--- src/tcwu_defines.svh ---
/*
 Constants for the 8-bit timer compare and waveform unit: register offsets,
 field positions, mode codes, counter limits and response codes.
 Assumes inclusion by bare name from every design file that needs them.
*/
`ifndef TCWU_DEFINES_SVH
`define TCWU_DEFINES_SVH

`define TCWU_ADDR_W        6
`define TCWU_OFF_CTRL      6'h00
`define TCWU_OFF_COUNT     6'h04
`define TCWU_OFF_CMPA      6'h08
`define TCWU_OFF_CMPB      6'h0c
`define TCWU_OFF_FLAGS     6'h10
`define TCWU_OFF_STROBE    6'h14
`define TCWU_OFF_PORT      6'h18
`define TCWU_OFF_STATUS    6'h1c

// Control word fields
`define TCWU_CTRL_WGM_LSB  0
`define TCWU_CTRL_ACTA_LSB 4
`define TCWU_CTRL_ACTB_LSB 6
`define TCWU_CTRL_EN_BIT   8

// Flag word fields, write one to clear
`define TCWU_FLAG_OVF_BIT  0
`define TCWU_FLAG_CMA_BIT  1
`define TCWU_FLAG_CMB_BIT  2

// Strobe word fields
`define TCWU_STB_FOCA_BIT  0
`define TCWU_STB_FOCB_BIT  1
`define TCWU_STB_OVA_BIT   2
`define TCWU_STB_OVB_BIT   3

// Port word fields
`define TCWU_PORT_DIRA_BIT 0
`define TCWU_PORT_DIRB_BIT 1
`define TCWU_PORT_OUTA_BIT 2
`define TCWU_PORT_OUTB_BIT 3

`define TCWU_WGM_NORMAL    3'h0
`define TCWU_WGM_CTC       3'h2
`define TCWU_WGM_FAST_MAX  3'h3
`define TCWU_WGM_FAST_CMP  3'h7
`define TCWU_MAX           8'hff
`define TCWU_BOTTOM        8'h00
`define TCWU_RESP_OKAY     2'h0
`define TCWU_RESP_SLVERR   2'h2

`endif

--- src/tcwu_pkg.sv ---
/*
 Types shared by the timer compare and waveform unit.
 Assumes tcwu_defines.svh for numeric constants.
*/
package tcwu_pkg;

  typedef enum logic [1:0] {
    TCWU_ACT_NONE,
    TCWU_ACT_TOGGLE,
    TCWU_ACT_CLEAR,
    TCWU_ACT_SET
  } tcwu_action_t;

  typedef enum logic [1:0] {
    TCWU_WR_IDLE,
    TCWU_WR_RESP
  } tcwu_wr_state_t;

endpackage : tcwu_pkg

--- src/tcwu_sync.sv ---
/*
 Three-stage synchroniser for the external timer clock enable.
 Assumes a level input from another domain; output changes once stages two
 and three agree.
*/
module tcwu_sync (
  input  wire logic aclk,
  input  wire logic aresetn,
  input  wire logic din,
  output logic      dout
);

  typedef struct packed {
    logic [2:0] stage;
    logic       out;
  } tcwu_sync_state_t;

  tcwu_sync_state_t state_reg;
  tcwu_sync_state_t state_next;

  always_comb begin
    state_next       = state_reg;
    state_next.stage = {state_reg.stage[1:0], din};
    if (state_reg.stage[1] == state_reg.stage[2]) begin
      state_next.out = state_reg.stage[2];
    end
  end

  always_ff @(posedge aclk) begin
    if (!aresetn) begin
      state_reg <= '0;
    end else begin
      state_reg <= state_next;
    end
  end

  assign dout = state_reg.out;

endmodule : tcwu_sync

--- src/tcwu_channel.sv ---
/*
 One compare channel: active compare value with PWM buffer, match flag and
 output state. Assumes tick is the timer clock enable on aclk.
*/
`include "tcwu_defines.svh"

module tcwu_channel (
  input  wire logic       aclk,
  input  wire logic       aresetn,
  input  wire logic       tick,
  input  wire logic       pwm_mode,
  input  wire logic       fast_mode,
  input  wire logic [7:0] count,
  input  wire logic       at_top,
  input  wire logic       block_match,
  input  wire logic [1:0] action,
  input  wire logic       cmp_wr,
  input  wire logic [7:0] cmp_wdata,
  input  wire logic       force_stb,
  input  wire logic       flag_clr,
  input  wire logic       state_wr,
  input  wire logic       state_wdata,
  output logic [7:0]      cmp_active,
  output logic [7:0]      cmp_buffer,
  output logic            match_flag,
  output logic            out_state
);

  typedef struct packed {
    logic [7:0] active;
    logic [7:0] buffer;
    logic       flag;
    logic       oc;
    logic       hit;
  } tcwu_chan_state_t;

  tcwu_chan_state_t s_reg;
  tcwu_chan_state_t s_next;
  logic             match;
  logic             apply;
  tcwu_pkg::tcwu_action_t act;

  assign act   = tcwu_pkg::tcwu_action_t'(action);
  assign match = (count == s_reg.active) && !block_match;
  assign apply = (tick && match) || (force_stb && !pwm_mode);

  always_comb begin
    s_next     = s_reg;
    s_next.hit = 1'b0;
    if (cmp_wr) begin
      s_next.buffer = cmp_wdata;
      if (!pwm_mode) begin
        s_next.active = cmp_wdata;
      end
    end
    if (tick) begin
      s_next.hit = match;
      if (pwm_mode && at_top) begin
        s_next.active = cmp_wr ? cmp_wdata : s_reg.buffer;
      end
    end
    // Match flag set one clock after a matching tick, only if tick is also high on that next clock; set beats clear
    if (flag_clr) begin
      s_next.flag = 1'b0;
    end
    if (tick && s_reg.hit) begin
      s_next.flag = 1'b1;
    end
    // Action read live, so a new value acts at the next match
    if (apply) begin
      unique case (act)
        tcwu_pkg::TCWU_ACT_NONE:   s_next.oc = s_reg.oc;
        tcwu_pkg::TCWU_ACT_TOGGLE: s_next.oc = !s_reg.oc;
        tcwu_pkg::TCWU_ACT_CLEAR:  s_next.oc = 1'b0;
        tcwu_pkg::TCWU_ACT_SET:    s_next.oc = 1'b1;
      endcase
    end
    // Preset after the action, so a forced no-action cannot undo it
    if (state_wr) begin
      s_next.oc = state_wdata;
    end
    // Fast PWM bottom action; match at top wins so output stays constant
    if (tick && fast_mode && at_top && !(match && count == s_reg.active)) begin
      if (act == tcwu_pkg::TCWU_ACT_CLEAR) begin
        s_next.oc = 1'b1;
      end else if (act == tcwu_pkg::TCWU_ACT_SET) begin
        s_next.oc = 1'b0;
      end
    end
  end

  always_ff @(posedge aclk) begin
    if (!aresetn) begin
      s_reg <= '0;
    end else begin
      s_reg <= s_next;
    end
  end

  assign cmp_active = s_reg.active;
  assign cmp_buffer = s_reg.buffer;
  assign match_flag = s_reg.flag;
  assign out_state  = s_reg.oc;

endmodule : tcwu_channel

--- src/tcwu_timer.sv ---
/*
 8-bit timer counter with two compare channels, waveform modes normal,
 clear-on-match and fast PWM, port override and AXI4-Lite register access.
 Assumes timer_tick_in is the timer clock enable from an outside prescaler or
 oscillator and is synchronised here; pins are resolved outside.
*/
`include "tcwu_defines.svh"

module tcwu_timer (
  input  wire logic                     aclk,
  input  wire logic                     aresetn,
  input  wire logic                     timer_tick_in,
  input  wire logic                     ovf_service_ack,
  input  wire logic                     cma_service_ack,
  input  wire logic                     cmb_service_ack,
  input  wire logic [`TCWU_ADDR_W-1:0]  s_axi_awaddr,
  input  wire logic                     s_axi_awvalid,
  output logic                          s_axi_awready,
  input  wire logic [31:0]              s_axi_wdata,
  input  wire logic [3:0]               s_axi_wstrb,
  input  wire logic                     s_axi_wvalid,
  output logic                          s_axi_wready,
  output logic [1:0]                    s_axi_bresp,
  output logic                          s_axi_bvalid,
  input  wire logic                     s_axi_bready,
  input  wire logic [`TCWU_ADDR_W-1:0]  s_axi_araddr,
  input  wire logic                     s_axi_arvalid,
  output logic                          s_axi_arready,
  output logic [31:0]                   s_axi_rdata,
  output logic [1:0]                    s_axi_rresp,
  output logic                          s_axi_rvalid,
  input  wire logic                     s_axi_rready,
  output logic                          pin_a_out,
  output logic                          pin_a_oe,
  output logic                          pin_b_out,
  output logic                          pin_b_oe,
  output logic                          overflow_flag,
  output logic                          compare_match_flag_a,
  output logic                          compare_match_flag_b
);

  ////////////////////////////////////////////////////////////////////////////

  typedef struct packed {
    logic                    aw_hold;
    logic [`TCWU_ADDR_W-1:0] aw_addr;
    logic                    w_hold;
    logic [31:0]             w_data;
    logic [3:0]              w_strb;
    tcwu_pkg::tcwu_wr_state_t wr_st;
    logic [1:0]              bresp;
    logic                    rvalid;
    logic [31:0]             rdata;
    logic [1:0]              rresp;
    logic                    awrdy;
    logic                    wrdy;
    logic                    ardy;
    logic [2:0]              waveform_mode_select;
    logic [1:0]              compare_output_action_a;
    logic [1:0]              compare_output_action_b;
    logic                    clk_enable;
    logic [7:0]              counter_value;
    logic                    count_written;
    logic                    ovf;
    logic [1:0]              pin_direction_bit;
    logic [1:0]              port_out;
    logic                    pa_out;
    logic                    pa_oe;
    logic                    pb_out;
    logic                    pb_oe;
  } tcwu_top_state_t;

  tcwu_top_state_t r_reg;
  tcwu_top_state_t r_next;

  logic        tick_sync;
  logic        tick;
  logic        pwm_mode;
  logic        fast_mode;
  logic [7:0]  top_value;
  logic        at_top;
  logic        wr_go;
  logic [7:0]  wbyte;
  logic        wr_ctrl;
  logic        wr_count;
  logic        wr_cmpa;
  logic        wr_cmpb;
  logic        wr_flags;
  logic        wr_strobe;
  logic        wr_port;
  logic [7:0]  cmpa_active;
  logic [7:0]  cmpa_buffer;
  logic [7:0]  cmpb_active;
  logic [7:0]  cmpb_buffer;
  logic        flag_a;
  logic        flag_b;
  logic        state_a;
  logic        state_b;

  ////////////////////////////////////////////////////////////////////////////

  tcwu_sync u_tick_sync (
    .aclk    (aclk),
    .aresetn (aresetn),
    .din     (timer_tick_in),
    .dout    (tick_sync)
  );

  // Enable bit models the clock select; off freezes the counter
  assign tick      = tick_sync && r_reg.clk_enable;
  assign fast_mode = (r_reg.waveform_mode_select == `TCWU_WGM_FAST_MAX) ||
                     (r_reg.waveform_mode_select == `TCWU_WGM_FAST_CMP);
  assign pwm_mode  = fast_mode;
  assign top_value = (r_reg.waveform_mode_select == `TCWU_WGM_FAST_MAX) ? `TCWU_MAX :
                     cmpa_active;
  assign at_top    = fast_mode ? (r_reg.counter_value == top_value) :
                     (r_reg.counter_value == `TCWU_MAX);

  ////////////////////////////////////////////////////////////////////////////
  // AXI write decode

  assign wr_go     = r_reg.aw_hold && r_reg.w_hold && (r_reg.wr_st == tcwu_pkg::TCWU_WR_IDLE);
  assign wbyte     = r_reg.w_strb[0] ? r_reg.w_data[7:0] : 8'h00;
  assign wr_ctrl   = wr_go && (r_reg.aw_addr == `TCWU_OFF_CTRL)   && r_reg.w_strb[0];
  assign wr_count  = wr_go && (r_reg.aw_addr == `TCWU_OFF_COUNT)  && r_reg.w_strb[0];
  assign wr_cmpa   = wr_go && (r_reg.aw_addr == `TCWU_OFF_CMPA)   && r_reg.w_strb[0];
  assign wr_cmpb   = wr_go && (r_reg.aw_addr == `TCWU_OFF_CMPB)   && r_reg.w_strb[0];
  assign wr_flags  = wr_go && (r_reg.aw_addr == `TCWU_OFF_FLAGS)  && r_reg.w_strb[0];
  assign wr_strobe = wr_go && (r_reg.aw_addr == `TCWU_OFF_STROBE) && r_reg.w_strb[0];
  assign wr_port   = wr_go && (r_reg.aw_addr == `TCWU_OFF_PORT)   && r_reg.w_strb[0];

  ////////////////////////////////////////////////////////////////////////////

  tcwu_channel u_chan_a (
    .aclk        (aclk),
    .aresetn     (aresetn),
    .tick        (tick),
    .pwm_mode    (pwm_mode),
    .fast_mode   (fast_mode),
    .count       (r_reg.counter_value),
    .at_top      (at_top && fast_mode),
    .block_match (r_reg.count_written),
    .action      (r_reg.compare_output_action_a),
    .cmp_wr      (wr_cmpa),
    .cmp_wdata   (wbyte),
    .force_stb   (wr_strobe && wbyte[`TCWU_STB_FOCA_BIT]),
    .flag_clr    ((wr_flags && wbyte[`TCWU_FLAG_CMA_BIT]) || cma_service_ack),
    .state_wr    (wr_strobe && wbyte[`TCWU_STB_FOCA_BIT] && r_reg.compare_output_action_a == 2'h0),
    .state_wdata (wbyte[`TCWU_STB_OVA_BIT]),
    .cmp_active  (cmpa_active),
    .cmp_buffer  (cmpa_buffer),
    .match_flag  (flag_a),
    .out_state   (state_a)
  );

  tcwu_channel u_chan_b (
    .aclk        (aclk),
    .aresetn     (aresetn),
    .tick        (tick),
    .pwm_mode    (pwm_mode),
    .fast_mode   (fast_mode),
    .count       (r_reg.counter_value),
    .at_top      (at_top && fast_mode),
    .block_match (r_reg.count_written),
    .action      (r_reg.compare_output_action_b),
    .cmp_wr      (wr_cmpb),
    .cmp_wdata   (wbyte),
    .force_stb   (wr_strobe && wbyte[`TCWU_STB_FOCB_BIT]),
    .flag_clr    ((wr_flags && wbyte[`TCWU_FLAG_CMB_BIT]) || cmb_service_ack),
    .state_wr    (wr_strobe && wbyte[`TCWU_STB_FOCB_BIT] && r_reg.compare_output_action_b == 2'h0),
    .state_wdata (wbyte[`TCWU_STB_OVB_BIT]),
    .cmp_active  (cmpb_active),
    .cmp_buffer  (cmpb_buffer),
    .match_flag  (flag_b),
    .out_state   (state_b)
  );

  ////////////////////////////////////////////////////////////////////////////

  always_comb begin
    r_next = r_reg;

    // Write address and data taken independently, one write in flight
    if (s_axi_awvalid && r_reg.awrdy) begin
      r_next.aw_hold = 1'b1;
      r_next.aw_addr = s_axi_awaddr;
    end
    if (s_axi_wvalid && r_reg.wrdy) begin
      r_next.w_hold = 1'b1;
      r_next.w_data = s_axi_wdata;
      r_next.w_strb = s_axi_wstrb;
    end
    unique case (r_reg.wr_st)
      tcwu_pkg::TCWU_WR_IDLE: begin
        if (wr_go) begin
          r_next.wr_st = tcwu_pkg::TCWU_WR_RESP;
          r_next.bresp = (r_reg.aw_addr[1:0] != 2'h0 || r_reg.aw_addr > `TCWU_OFF_STATUS) ?
                         `TCWU_RESP_SLVERR : `TCWU_RESP_OKAY;
        end
      end
      tcwu_pkg::TCWU_WR_RESP: begin
        if (s_axi_bready) begin
          r_next.wr_st   = tcwu_pkg::TCWU_WR_IDLE;
          r_next.aw_hold = 1'b0;
          r_next.w_hold  = 1'b0;
        end
      end
      default: r_next.wr_st = tcwu_pkg::TCWU_WR_IDLE;
    endcase

    // Read path
    if (r_reg.rvalid && s_axi_rready) begin
      r_next.rvalid = 1'b0;
    end
    if (s_axi_arvalid && r_reg.ardy) begin
      r_next.rvalid = 1'b1;
      r_next.rresp  = `TCWU_RESP_OKAY;
      r_next.rdata  = 32'h0000_0000;
      unique case (s_axi_araddr)
        `TCWU_OFF_CTRL:   r_next.rdata[8:0] = {r_reg.clk_enable, r_reg.compare_output_action_b,
                                               r_reg.compare_output_action_a, 1'b0,
                                               r_reg.waveform_mode_select};
        `TCWU_OFF_COUNT:  r_next.rdata[7:0] = r_reg.counter_value;
        `TCWU_OFF_CMPA:   r_next.rdata[7:0] = pwm_mode ? cmpa_buffer : cmpa_active;
        `TCWU_OFF_CMPB:   r_next.rdata[7:0] = pwm_mode ? cmpb_buffer : cmpb_active;
        `TCWU_OFF_FLAGS:  r_next.rdata[2:0] = {flag_b, flag_a, r_reg.ovf};
        `TCWU_OFF_STROBE: r_next.rdata[3:0] = {state_b, state_a, 2'h0};
        `TCWU_OFF_PORT:   r_next.rdata[3:0] = {r_reg.port_out, r_reg.pin_direction_bit};
        `TCWU_OFF_STATUS: r_next.rdata[7:0] = tick ? cmpa_active : 8'h00;
        default:          r_next.rresp      = `TCWU_RESP_SLVERR;
      endcase
    end

    // Control writes: action field never touches the counting logic
    if (wr_ctrl) begin
      r_next.waveform_mode_select    = wbyte[`TCWU_CTRL_WGM_LSB +: 3];
      r_next.compare_output_action_a = wbyte[`TCWU_CTRL_ACTA_LSB +: 2];
      r_next.compare_output_action_b = wbyte[`TCWU_CTRL_ACTB_LSB +: 2];
      r_next.clk_enable              = r_reg.w_strb[1] && r_reg.w_data[`TCWU_CTRL_EN_BIT];
    end
    if (wr_port) begin
      r_next.pin_direction_bit = wbyte[`TCWU_PORT_DIRB_BIT:`TCWU_PORT_DIRA_BIT];
      r_next.port_out          = wbyte[`TCWU_PORT_OUTB_BIT:`TCWU_PORT_OUTA_BIT];
    end

    // Counter; a software write wins and blocks the next tick's match
    if (tick) begin
      r_next.count_written = 1'b0;
      unique case (r_reg.waveform_mode_select)
        `TCWU_WGM_CTC: begin
          r_next.counter_value = (r_reg.counter_value == cmpa_active) ?
                                 `TCWU_BOTTOM : r_reg.counter_value + 8'h01;
        end
        `TCWU_WGM_FAST_MAX, `TCWU_WGM_FAST_CMP: begin
          r_next.counter_value = at_top ? `TCWU_BOTTOM : r_reg.counter_value + 8'h01;
        end
        default: begin
          r_next.counter_value = r_reg.counter_value + 8'h01;
        end
      endcase
    end
    if (wr_count) begin
      r_next.counter_value = wbyte;
      r_next.count_written = 1'b1;
    end

    // Overflow flag; set wins over clear
    if ((wr_flags && wbyte[`TCWU_FLAG_OVF_BIT]) || ovf_service_ack) begin
      r_next.ovf = 1'b0;
    end
    if (tick && at_top) begin
      r_next.ovf = 1'b1;
    end

    // Pin override chosen by action alone; direction still from port
    r_next.pa_oe  = r_reg.pin_direction_bit[0];
    r_next.pb_oe  = r_reg.pin_direction_bit[1];
    r_next.pa_out = r_reg.pin_direction_bit[0] &&
                    ((r_reg.compare_output_action_a != 2'h0) ? state_a : r_reg.port_out[0]);
    r_next.pb_out = r_reg.pin_direction_bit[1] &&
                    ((r_reg.compare_output_action_b != 2'h0) ? state_b : r_reg.port_out[1]);

    // Readies registered; low for one cycle after reset
    r_next.awrdy = !r_next.aw_hold;
    r_next.wrdy  = !r_next.w_hold;
    r_next.ardy  = !r_next.rvalid;
  end

  always_ff @(posedge aclk) begin
    if (!aresetn) begin
      r_reg <= '0;
    end else begin
      r_reg <= r_next;
    end
  end

  ////////////////////////////////////////////////////////////////////////////

  assign s_axi_awready        = r_reg.awrdy;
  assign s_axi_wready         = r_reg.wrdy;
  assign s_axi_bvalid         = r_reg.wr_st == tcwu_pkg::TCWU_WR_RESP;
  assign s_axi_bresp          = r_reg.bresp;
  assign s_axi_arready        = r_reg.ardy;
  assign s_axi_rvalid         = r_reg.rvalid;
  assign s_axi_rdata          = r_reg.rdata;
  assign s_axi_rresp          = r_reg.rresp;
  assign pin_a_out            = r_reg.pa_out;
  assign pin_a_oe             = r_reg.pa_oe;
  assign pin_b_out            = r_reg.pb_out;
  assign pin_b_oe             = r_reg.pb_oe;
  assign overflow_flag        = r_reg.ovf;
  assign compare_match_flag_a = flag_a;
  assign compare_match_flag_b = flag_b;

endmodule : tcwu_timer

--- config.mk ---
export PLATFORM = sky130hd
export DESIGN_NAME = tcwu_timer
export DESIGN_NICKNAME = d
export VERILOG_FILES = /design/src/tcwu_pkg.sv /design/src/tcwu_sync.sv /design/src/tcwu_channel.sv /design/src/tcwu_timer.sv
export VERILOG_INCLUDE_DIRS = /design/src
export SDC_FILE = /design/constraint.sdc
export NUM_CORES = 1
export LEC_CHECK = 0
export BUFFER_PORTS_ARGS = -buffer_cell sky130_fd_sc_hd__buf_2
export CAP_MARGIN = 20
export CORE_ASPECT_RATIO = 1.2
export CORE_MARGIN = 3
export CORE_UTILIZATION = 56
export DETAILED_ROUTE_END_ITERATION = 7
export PLACE_DENSITY = 0.8
export SLEW_MARGIN = 20
export SYNTH_ARGS = -nofsm -noshare
export SYNTH_HDL_FRONTEND = slang
export SYNTH_SLANG_ARGS = --single-unit
--- constraint.sdc ---
create_clock -name aclk -period 2.6 [get_ports aclk]
set_clock_uncertainty 0.05 [all_clocks]
set_input_delay 0.65 -clock aclk [delete_from_list [all_inputs] [get_ports aclk]]
set_output_delay 0.65 -clock aclk [all_outputs]
set_load 0.01 [all_outputs]
==> run metrics <==
Root Driver=clkbuf_8; crit path to=u_chan_b.cmp_active[5]; CP cell instances=nor2b_4, a2111o_1, o31ai_4, and3_1, buf_4, a311oi_1, a211oi_2; Max Freq=443 MHz; initial antenna violation count=0; crit-path max cell delay=0.48 ns; Worst Setup End Kind=flip-flop; Worst VDD drop=0.464 mV; count leader, synth=dfxtp_1; clock transition at the registers of the reported paths=0.10 ns; Worst path slowest cell=a2111o_1; register area share after synthesis=37.7%; post-cts sizing count=0; row cnt=38; min cycle time layout=2.26 ns; predominant post-synthesis flop cell=dfxtp_1; Max Slew Vio Count=0; WL/cell=18.4 um; ys async rst share=0%; Max-Slew Margin vs Limit=54.8%; worst-margin pin slew=0.676 ns; Cell Area, Synth=5480 um2; origin of the worst setup path=r_reg[16]; synth unique cells=74; Post-Synthesis Cells=671; final setup violation count=0; Starting DRT DRC Count=462; top cell type's share of synthesized area=37.7%; die width=96.3 um; type of the most critical hold path=reg -> reg; Lkg Pwr=2.28 nW; port bufs=56; Initial Util=59.1%; clk buf depth=2; largest net degree at the start of global routing=34; status=finished, final reports clean; worst reg2reg endpoint=u_chan_b.cmp_active[5]; CTS H-tree depth=3; Final #Nets=758; first-pass GRT wire length=24400 um; IO Count=107; number of global-route vias before repair=4704; CTS tree=yes; Layout area overhead=6.92%; hold depth=2; Vias=4967; synth top area cells=dfxtp_1 38%, a21oi_1 5.7%, nand2_1 5.4%, mux2i_1 5.1%, buf_4 5.1%; worst r2r src=r_reg[16]; GR Overflow Total=0; area leader, netlist=dfxtp_1; final hold vios=0; post-CTS setup buffer count=0; crit path kind=reg -> reg; Syn Area/Cell=8.16 um2; CTS Hold Bufs=0; Post-Route WL=15100 um; Pwr Density=496 nW/um2; clock net sink count=103; core footprint=9270 um2; #FFs+latches synth=103; GP Congestion=0.999; Post-DP HPWL=11100 um; Arr. time, crit path=2.50 ns; CP Data Required Time=2.84 ns; ANT cells=0; share of layout cells above drive strength 1=15.6%; synth cell count leaders=103 x dfxtp_1, 79 x nand2_1, 68 x nor2_1, 62 x a21oi_1, 37 x buf_4; residual DRC count=0; drt first pass iters=5; Syn. warnings=0; R2R Setup Slk=0.34 ns; max FFs per register=39; max-capacitance violation count=0; GRT Util Overall=28.9%; EDFF count, synth=0; vias per std cell=6.04; Routed Antenna Nets=0; Final period util=86.9%; die area=11000 um2; Die Y=114 um; RSZ-0062 raised after global routing=false; R2R depth=7; Total Neg Setup Slack=0 ns; total CTS buffers=9; Util after Layout=63.2%; clk_lat worst skew=0.37 ns; crit path max fanout=16; Worst Setup Start Kind=flip-flop
final cells by class:
| class | instances | area (um2) |
|---|---|---|
| flip-flops and latches | 103 | 2060 |
| well taps | 120 | 150 |
| repair buffers | 72 | 400 |
| multi-input cells | 502 | 2990 |
| clock inverters | 5 | 82.6 |
| fillers | 835 | 3420 |
| inverters | 10 | 37.5 |
| clock buffers | 11 | 131 |
kinds of logic (layout without fill, tap and decap cells):
family          Yosys count  count (layout)  synth area share [%]
flops                   103             103                  37.7
mux                      33              33                  6.56
other cells               1              25                0.0685
compound gates          155             155                  18.9
simple gates            273             273                  24.8
buf+inv                  90              98                  9.37
fa+ha+maj                 1               1                 0.228
xor+xnor                 15              15                  2.40
stage by stage:
stage               area [um2]  worst slack [ns]  std cells  hold slack, ns  total power [mW]
floorplan                 5570             0.445        695           0.362              1.81
CTS                       5860             0.365        823           0.403              2.92
global route              5860             0.236        823           0.417              3.01
finish                    5860             0.342        823           0.402              2.91
global placement          5640             0.180        807           0.372              1.85
detailed placement        5640             0.127        807           0.370              1.85
critical path, delay by kind of cell (launching register included):
family | cells | cell delay (ns)
AO/OA/AOI/OAI | 4 | 1.04
buffers and inverters | 1 | 0.24
flip-flops | 1 | 0.44
AND/OR/NAND/NOR | 2 | 0.40
worst min-delay path by stage:
stage	startpoint	slack, ns	endpoint
6_report	u_chan_a.s_reg[0]	0.40	u_chan_a.match_flag
5_1_grt	u_chan_a.s_reg[0]	0.42	u_chan_a.match_flag
4_1_cts	u_chan_a.s_reg[0]	0.40	u_chan_a.match_flag
3_5_place_dp	u_tick_sync.state_next[2]	0.37	u_tick_sync.state_next[3]
3_3_place_gp	u_chan_a.s_reg[0]	0.37	u_chan_a.match_flag
2_1_floorplan	u_tick_sync.state_next[2]	0.36	u_tick_sync.state_next[3]
report_power, final:
group | internal [mW] | total, mW | switching (mW)
Sequential | 1.61 | 1.63 | 0.0228
Combinational | 0.0648 | 0.190 | 0.125
Clock | 0.543 | 1.09 | 0.545
routing by layer:
metal	GRT usage, %	vias to the layer above	part of all wire (%)
met4	15.7	0	4.7
met5	0	-	0
met2	45.8	269	46
li1	-	2350	-
met3	7.23	55	9.2
met1	35.5	2293	40
layout by cell type (no fill, tap or decap), drive strengths merged, types with 5 or more instances in the layout:
| cell type | netlist | final |
|---|---|---|
| inv | 10 | 10 |
| nand4 | 6 | 6 |
| a21oi | 63 | 63 |
| nor3 | 18 | 18 |
| and3 | 7 | 7 |
| nor4 | 6 | 6 |
| nor2 | 69 | 69 |
| and2 | 18 | 18 |
| dfxtp | 103 | 103 |
| nand2 | 79 | 79 |
| o21a | 5 | 5 |
| o31ai | 11 | 11 |
| nand3 | 24 | 24 |
| xnor2 | 11 | 11 |
| clkbuf | 28 | 11 |
| nand2b | 12 | 12 |
| nor2b | 12 | 12 |
| a211oi | 11 | 11 |
| a31oi | 9 | 9 |
| o21ai | 23 | 23 |
| conb | 1 | 25 |
| mux2i | 28 | 28 |
| buf | 52 | 72 |
Note: power is estimated with default switching activity, not from simulation.
